--- config.mk ---
export PLATFORM = sky130hd
export DESIGN_NAME = ebhg_top
export DESIGN_NICKNAME = d
export VERILOG_FILES = /design/src/ebhg_pkg.sv /design/src/ebhg_top.sv
export SDC_FILE = /design/constraint.sdc
export NUM_CORES = 1
export LEC_CHECK = 0
export ABC_AREA = 1
export BUFFER_PORTS_ARGS = -buffer_cell sky130_fd_sc_hd__buf_4
export CELL_PAD_IN_SITES_DETAIL_PLACEMENT = 1
export CELL_PAD_IN_SITES_GLOBAL_PLACEMENT = 2
export CORE_MARGIN = 2
export CORE_UTILIZATION = 29
export CTS_BUF_LIST = sky130_fd_sc_hd__clkbuf_8
export DETAILED_ROUTE_END_ITERATION = 8
export PLACE_DENSITY_LB_ADDON = 0.1
export SLEW_MARGIN = 10
export SYNTH_ARGS = -nofsm -noshare
export SYNTH_HDL_FRONTEND = slang
export SYNTH_SLANG_ARGS = --single-unit
--- constraint.sdc ---
create_clock -name CLK -period 1.46 [get_ports CLK]
set_input_delay 0.146 -clock CLK [delete_from_list [all_inputs] [get_ports CLK]]
set_output_delay 0.146 -clock CLK [all_outputs]
set_load 0.02 [all_outputs]
--- src/ebhg_pkg.sv ---
// Constants for the external bus hold/grant block.
// Assumes one port clock; every hand-over delay is counted in its periods.
package ebhg_pkg;
  localparam int CLK_PERIOD_NS = 50;
  // Hand-over delays in port-clock periods (E)
  localparam int FLOAT_MIN_E = 2;
  localparam int DRIVE_MIN_E = 2;
  localparam int DRIVE_MAX_E = 7;
  localparam int GRANT_MAX_E = 2;
  localparam int FLOAT_MIN_CYC = FLOAT_MIN_E;
  localparam int DRIVE_MIN_CYC = DRIVE_MIN_E;
  localparam int DRIVE_MAX_CYC = DRIVE_MAX_E;
  localparam int GRANT_MAX_CYC = GRANT_MAX_E;
  localparam int CNT_W = 3;
  // Field widths of the wide and narrow ports
  localparam int WIDE_DATA_W = 64;
  localparam int WIDE_ADDR_W = 20;
  localparam int WIDE_BE_W = 8;
  localparam int NARROW_DATA_W = 16;
  localparam int NARROW_ADDR_W = 20;
  localparam int NARROW_BE_W = 2;
  localparam int CS_W = 4;
  typedef enum logic [4:0] {
    EBHG_OWN = 5'h01,
    EBHG_DRAIN = 5'h02,
    EBHG_FLOAT = 5'h04,
    EBHG_HELD = 5'h08,
    EBHG_RESUME = 5'h10
  } ebhg_state_t;
endpackage : ebhg_pkg

--- src/ebhg_top.sv ---
// Bus hand-over logic of an external memory port, with pin drive enables.
// Assumes the request is asynchronous and the memory controller reports busy.
//
// Overview of operation
// - In SDRAM accesses the shared strobe pins act as row, column, write strobes.
// - Bus floats no sooner than two clocks after request falls.
// - Grant goes low within zero to two clocks after bus floats.
// - Bus is driven again two to seven clocks after request rises.
// - Grant returns high within two clocks after bus is driven.
// - Memory clock keeps toggling if float-select is 0, floats if 1.
// - With float-select set, clock floats no sooner than two clocks after request.
// - With float-select set, clock driven two to seven clocks after request rises.
// - Pending transfers finish before the grant is given.
// - Grant inhibit withholds the grant and keeps the bus driven.
// - Wide port float covers selects, byte enables, data, address, strobes, clock enable.
// - Narrow port float covers selects, byte enables, data, address, strobes.
`timescale 1ns/1ps
`default_nettype none
module ebhg_top
  import ebhg_pkg::*;
#(
  parameter bit WIDE_PORT = 1'b1
) (
  input wire logic CLK,
  input wire logic RST_N,
  input wire logic BUS_REQ_N,
  input wire logic CLOCK_OUT_FLOAT_SEL,
  input wire logic GRANT_INHIBIT,
  input wire logic XFER_BUSY,
  input wire logic SDRAM_ACCESS,
  input wire logic CTRL_ROW_STROBE,
  input wire logic CTRL_COLUMN_STROBE,
  input wire logic CTRL_WRITE_STROBE,
  input wire logic CTRL_ASYNC_OUTPUT_EN,
  input wire logic CTRL_ASYNC_READ_EN,
  input wire logic CTRL_ASYNC_WRITE_EN,
  output logic ROW_OE_PIN,
  output logic COLUMN_RE_PIN,
  output logic WRITE_WE_PIN,
  output logic BUS_OE,
  output logic MEM_CLK_EN,
  output logic MEMORY_CLOCK_OE,
  output logic BUS_GRANT_OUT_N,
  output logic HOLD_PENDING
);

  // ********************************
  // Request synchroniser
  // ********************************
  logic req_meta;
  logic req_sync;
  always_ff @(posedge CLK or negedge RST_N) begin
    if (!RST_N) begin
      req_meta <= 1'b1;
      req_sync <= 1'b1;
    end else begin
      req_meta <= BUS_REQ_N;
      req_sync <= req_meta;
    end
  end
  wire req_low = !req_sync;

  // ********************************
  // Hand-over sequencer
  // ********************************
  ebhg_state_t state;
  ebhg_state_t next_state;
  logic [CNT_W-1:0] cnt;
  logic [CNT_W-1:0] next_cnt;
  logic clk_float;
  wire cnt_done = (cnt == CNT_W'(0));

  always_comb begin
    next_state = state;
    next_cnt = (cnt_done) ? cnt : cnt - CNT_W'(1);
    case (state)
      EBHG_OWN: begin
        if (req_low && !GRANT_INHIBIT) begin
          next_state = EBHG_DRAIN;
        end
      end
      EBHG_DRAIN: begin
        if (!req_low || GRANT_INHIBIT) begin
          next_state = EBHG_OWN;
        end else if (!XFER_BUSY) begin
          next_state = EBHG_FLOAT;
        end
      end
      EBHG_FLOAT: begin
        next_state = EBHG_HELD;
      end
      EBHG_HELD: begin
        if (!req_low) begin
          next_state = EBHG_RESUME;
          next_cnt = CNT_W'(DRIVE_MIN_CYC - 2);
        end
      end
      EBHG_RESUME: begin
        if (cnt_done) begin
          next_state = EBHG_OWN;
        end
      end
      default: next_state = EBHG_OWN;
    endcase
  end

  always_ff @(posedge CLK or negedge RST_N) begin
    if (!RST_N) begin
      state <= EBHG_OWN;
      cnt <= '0;
    end else begin
      state <= next_state;
      cnt <= next_cnt;
    end
  end

  // Clock float choice is frozen at the start of each hold
  always_ff @(posedge CLK or negedge RST_N) begin
    if (!RST_N) begin
      clk_float <= 1'b0;
    end else if (state == EBHG_DRAIN && next_state == EBHG_FLOAT) begin
      clk_float <= CLOCK_OUT_FLOAT_SEL;
    end
  end

  // ********************************
  // Pin drive and strobe mapping
  // ********************************
  wire bus_floated = (state == EBHG_FLOAT) || (state == EBHG_HELD) || (state == EBHG_RESUME);
  assign BUS_OE = !bus_floated;
  assign MEM_CLK_EN = WIDE_PORT ? !bus_floated : 1'b0;
  assign MEMORY_CLOCK_OE = !(bus_floated && clk_float);
  assign HOLD_PENDING = (state == EBHG_DRAIN);
  assign ROW_OE_PIN = SDRAM_ACCESS ? CTRL_ROW_STROBE : CTRL_ASYNC_OUTPUT_EN;
  assign COLUMN_RE_PIN = SDRAM_ACCESS ? CTRL_COLUMN_STROBE : CTRL_ASYNC_READ_EN;
  assign WRITE_WE_PIN = SDRAM_ACCESS ? CTRL_WRITE_STROBE : CTRL_ASYNC_WRITE_EN;

  // Grant follows the pin drive by one clock, so it falls after the float and
  // only rises once the bus is driven again; the master never sees it early
  always_ff @(posedge CLK or negedge RST_N) begin
    if (!RST_N) begin
      BUS_GRANT_OUT_N <= 1'b1;
    end else begin
      BUS_GRANT_OUT_N <= !bus_floated;
    end
  end

  // ********************************
  // Parameter checks
  // ********************************
  if (DRIVE_MIN_CYC < 2 || DRIVE_MIN_CYC - 2 >= (1 << CNT_W)) begin : g_bad_resume_cnt
    $error("resume count does not fit the counter");
  end
endmodule : ebhg_top
`default_nettype wire
; ---- Word-level counts from Yosys, hierarchy flattened
; Cells that the tools add are included.
[word_totals]
n_memories = 0
latchBits = 0
ram_bits = 0
mem_bits_ro = 0
wordCells = 36
out_inout_bits = 8
regBits = 12
[classes]
reduce_logical = 11
multipliers = 0
n_bitwise = 0
n_mux = 12
order_cmp = 0
add_sub_neg = 1
div = 0
shift = 0
eq_ne = 6
[ops]
columns = operator, n
row1 = $mux W5, 5
row2 = $pmux W5 S5, 1
row3 = $eq A5 B3 Y1 const B, 2
row4 = $mux W3, 3
row5 = $eq A5 B1 Y1 const B, 1
row6 = $eq A5 B2 Y1 const B, 1
row7 = $eq A5 B4 Y1 const B, 1
row8 = $eq A5 B5 Y1 const B, 1
row9 = $logic_not A1 Y1, 4
row10 = $logic_and A1 B1 Y1, 3
row11 = $logic_not A3 Y1, 1
row12 = $logic_or A1 B1 Y1, 3
row13 = $mux W1, 3
row14 = $sub A3 B1 Y3 const B, 1

; ---- Longest topological paths before layout
[logic_depth]
depth_word = 6
mapped_depth = 8
mapped_depth_nobuf = 8

; ---- Worst setup path before layout
; Ideal clock, no wire load.
[synth_path]
path_type = register to output
from = reg state[0]
to = out MEM_CLK_EN
stages_incl_launch_ff = 6
arrival_ns = 1.337
required_ns = 1.314
setup_slack_ns = -0.023
n_path_buf = 1
path_cell_list = dfstp_2 nor2_2 nand3_1 nand2_1 nor2_1 buf_4
[synth_between]
elab_chain_cells = 4
word_cells_on_any_way = 6
[synth_lines]
columns = item, line_no
row1 = start: declaration, ebhg_top.sv:66  ; ebhg_state_t state;
row2 = start signal: assignment, ebhg_top.sv:112  ; state <= next_state;
row3 = $eq A5 B3 Y1 or $eq A5 B4 Y1 (tied branches), ebhg_top.sv:129  ; wire bus_floated = (state == EBHG_FLOAT) || (state == EBHG_HELD) || (state == EBHG_RESUME);
row4 = $logic_or A1 B1 Y1, ebhg_top.sv:129
row5 = $logic_or A1 B1 Y1 (*), ebhg_top.sv:129
row6 = $logic_not A1 Y1 (*), n/a
row7 = end: declaration, ebhg_top.sv:41  ; output logic MEM_CLK_EN,
; Mark *: on every way between the ends. The rest lies on a longest branch, timed or not.

; ---- Final worst setup path
[layout_path]
from = reg state[0]
to = out BUS_OE
[layout_between]
elab_chain_cells = 4
word_cells_on_any_way = 6
[layout_lines]
columns = item, line_no
row1 = $eq A5 B3 Y1 or $eq A5 B4 Y1 (tied branches), ebhg_top.sv:129
row2 = $logic_or A1 B1 Y1, ebhg_top.sv:129
row3 = $logic_or A1 B1 Y1 (*), ebhg_top.sv:129
row4 = $logic_not A1 Y1 (*), ebhg_top.sv:130  ; assign BUS_OE = !bus_floated;
row5 = end: declaration, ebhg_top.sv:40  ; output logic BUS_OE,
; Marked as above.

==> flow_metrics.py <==
metrics = {
    "sta": {
        "relSlewSlack": 0.838,
        "setup_violations": 0,
        "hold_violations": 0,
        "setup_ws_ns": 0.0236,
        "worst_clock_skew_ns": 0.00233,
        "rsz0062_at_grt": "true",
        "worst_pin_slew_ns": 0.242,
        "fin_crit_ns": 1.44,
        "fmax_ghz": 0.696,
        "fin_crit_sh": 0.984,
        "slew_viol_final": 0,
    },
    "clocking": {
        "cts_tree": "yes",
        "htreeDepth": 1,
        "cts_max_path_buffers": 2,
        "numCtsBuffers": 3,
        "cts-root-buf": "clkbuf_8",
        "clk_pin_slew_worst_paths_ns": 0.05,
        "clock_latency_ns": 0.24,
        "clkSinkCount": 12,
    },
    "floorplanning": {
        "rows": 17,
        "die_area_um2": 2680,
        "ioPinCount": 21,
        "die_x_um": 51.7,
        "die_y_um": 51.7,
        "core_area_um2": 2190,
        "initial_core_util": 0.302,
    },
    "yosys": {
        "synthAdderAreaFrac": 0.0379,
        "synthesis.area_um2": 661,
        "yosys_register_bits": 12,
        "syn-num-nets": 92,
        "synth_compound_area_frac": 0.0814,
        "synth-xor-area-share": 0.0133,
        "synthSimpleGateAreaFrac": 0.273,
        "muxShareOfSynthArea": 0.0511,
        "synth_top_family_by_area": "simple AND/OR/NAND/NOR gates",
        "yosysWarnings": 0,
        "ys_types": 22,
        "syn-instance-count": 77,
        "avgSynthCellArea_um2": 8.58,
        "ys_seq_area_frac": 0.462,
    },
    "route": {
        "wl_per_cell_um": 12.5,
        "antenna_left": 0,
        "vias": 618,
        "via_per_inst": 4.58,
        "drt-total-wl_um": 1680,
        "dr.pass1.iters": 2,
        "wl_met3_um": 63,
        "met2WireLength_um": 835,
        "top_layer": "met4",
        "first_iter_violations": 1,
        "drc": 0,
        "wl_met1_um": 735,
    },
    "global_route": {
        "overflow": 0,
        "grt_pass1_vias": 654,
        "grt_max_degree": 13,
        "antenna_found_initial": 0,
        "grt_first_pass_wirelength_um": 2840,
        "grt_usage": 0.150,
    },
    "run_status": {
        "outcome": "finished, final reports clean",
    },
    "worst_setup_path": {
        "worstPathRequired_ns": 1.31,
        "crit_arrival_ns": 1.29,
        "critPathMaxFanout": 4,
        "critPathKind": "flop to output pin",
        "startpoint_type": "flop",
        "rrSetupSlack_ns": 0.15,
        "critPathCaptureType": "output pin",
    },
    "worst_hold_path": {
        "hold_class": "input pin to flop",
    },
    "placed_design": {
        "post-dp-hpwl_um": 1260,
        "port_buffers": 20,
        "pre_cts_ws_ns": 0.141,
        "gp_congestion": 0.680,
    },
    "final_layout": {
        "fillers": 275,
        "drive_gt1_frac": 0.551,
        "finalNetCount": 124,
        "area_delta_synth_final_pct": 50.4,
        "diodes": 0,
    },
    "pwr": {
        "power_uw": 997,
        "peakVddDrop_uv": 714,
        "power_density_nw_per_um2": 1000,
        "p_leak_uw": 0.000499,
    },
    "run": {
        "cap_viol_max_count": 0,
    },
}
-- cells in the mapped netlist --
library cell	instances	area share
o31ai_1	1	0.011
nand3_1	5	0.038
nand2_1	14	0.080
nor3_1	1	0.0076
dfstp_2	4	0.16
nor2_1	8	0.045
nand4_1	1	0.0095
o21ai_1	1	0.0076
dfrtp_1	8	0.30
xor2_1	1	0.013
nand2_2	4	0.038
buf_4	1	0.011
nor2_2	4	0.038
ha_1	2	0.038
a21oi_1	1	0.0076
clkinv_2	1	0.0076
a21oi_2	1	0.013
mux2_2	3	0.051
inv_1	11	0.063
nor2_4	1	0.017
o21ai_0	3	0.023
o211ai_2	1	0.019
-- sequential cells by signal (all words and copies together) (netlist names) --
signal           cells
cnt                  3
req_meta             1
req_sync             1
state                5
BUS_GRANT_OUT_N      1
clk_float            1
-- what timing repair did --
action,4_1_cts,5_1_grt
pin swaps,8,7
hold endpoints to repair,12,0
buffers inserted,5,2
resized for setup,10,6
endpoints found under the setup margin,3,4
hold buffers,1,0
-- area by class of cell --
type / count / area [um2] / share of cell area
timing repair buffer: 28 / 224 / 0.225
tap: 28 / 35.0 / 0.0353
inverter: 12 / 46.3 / 0.0466
multi-input combinational: 52 / 338 / 0.340
clock buffer: 3 / 41.3 / 0.0416
sequential: 12 / 309 / 0.311
-- cells by family (layout without fill, tap and decap cells) --
logic type / Yosys count / in the layout
mux: 3 / 3
fa+ha+maj: 2 / 2
buf+inv: 13 / 43
simple gates: 38 / 38
xor+xnor: 1 / 1
flops: 12 / 12
compound gates: 8 / 8
-- stage by stage --
| stage | hold slack, ns | setup TNS, ns | util | cells | instance area (um2) |
|---|---|---|---|---|---|
| 2_1_floorplan | -0.150 | 0 | - | 77 | 663 |
| 3_3_place_gp | -0.00557 | 0 | 0.384 | 124 | 841 |
| 3_5_place_dp | -0.00447 | 0 | 0.384 | 124 | 841 |
| 4_1_cts | 0.00464 | 0 | 0.441 | 133 | 966 |
| 5_1_grt | 0.00521 | -0.153 | 0.453 | 135 | 993 |
| 6_report | 0.0109 | 0 | 0.453 | 135 | 993 |
-- worst paths after layout --
kind	start	to	depth (start not counted)
setup / recovery	state[0]$_DFF_PN1_	BUS_OE	5
hold / removal	BUS_REQ_N	req_meta$_DFF_PN1_	1
setup reg to reg	state[0]$_DFF_PN1_	state[0]$_DFF_PN1_	7
hold reg to reg	req_meta$_DFF_PN1_	req_sync$_DFF_PN1_	0
max in group asynchronous	RST_N	req_sync$_DFF_PN1_	2
min in group asynchronous	RST_N	cnt[1]$_DFF_PN0_	2
-- layer usage --
layer,vias to the layer above,GRT usage
li1,302,-
met3,5,0.0287
met1,295,0.174
met5,-,0
met2,16,0.252
met4,0,0.0921
-- critical path, cell delays in order (launching register included) --
cell and delay, ns:
dfstp_2 0.55, nor2_4 0.06, nand2_2 0.09, nor2_4 0.05, nor2_4 0.15, buf_6 0.14
-- cell usage in the layout, fill, tap and decap left out, drive strengths merged --
cell         netlist  routed
ha                 2       2
xor2               1       1
dlygate4sd3        0       1
clkbuf             0       3
clkinv             1       1
o21ai              4       4
inv               11      11
o211ai             1       1
nor3               1       1
nor2              13      13
nand3              5       5
a21oi              2       2
nand2             18      18
buf                1      27
o31ai              1       1
mux2               3       3
nand4              1       1
dfstp              4       4
dfrtp              8       8
-- power by group --
| group | internal (uW) | total [uW] | switching, uW |
|---|---|---|---|
| sequential | 377 | 406 | 29.1 |
| clock | 181 | 294 | 113 |
| combinational | 139 | 297 | 158 |
(Power assumes the default switching activity.)
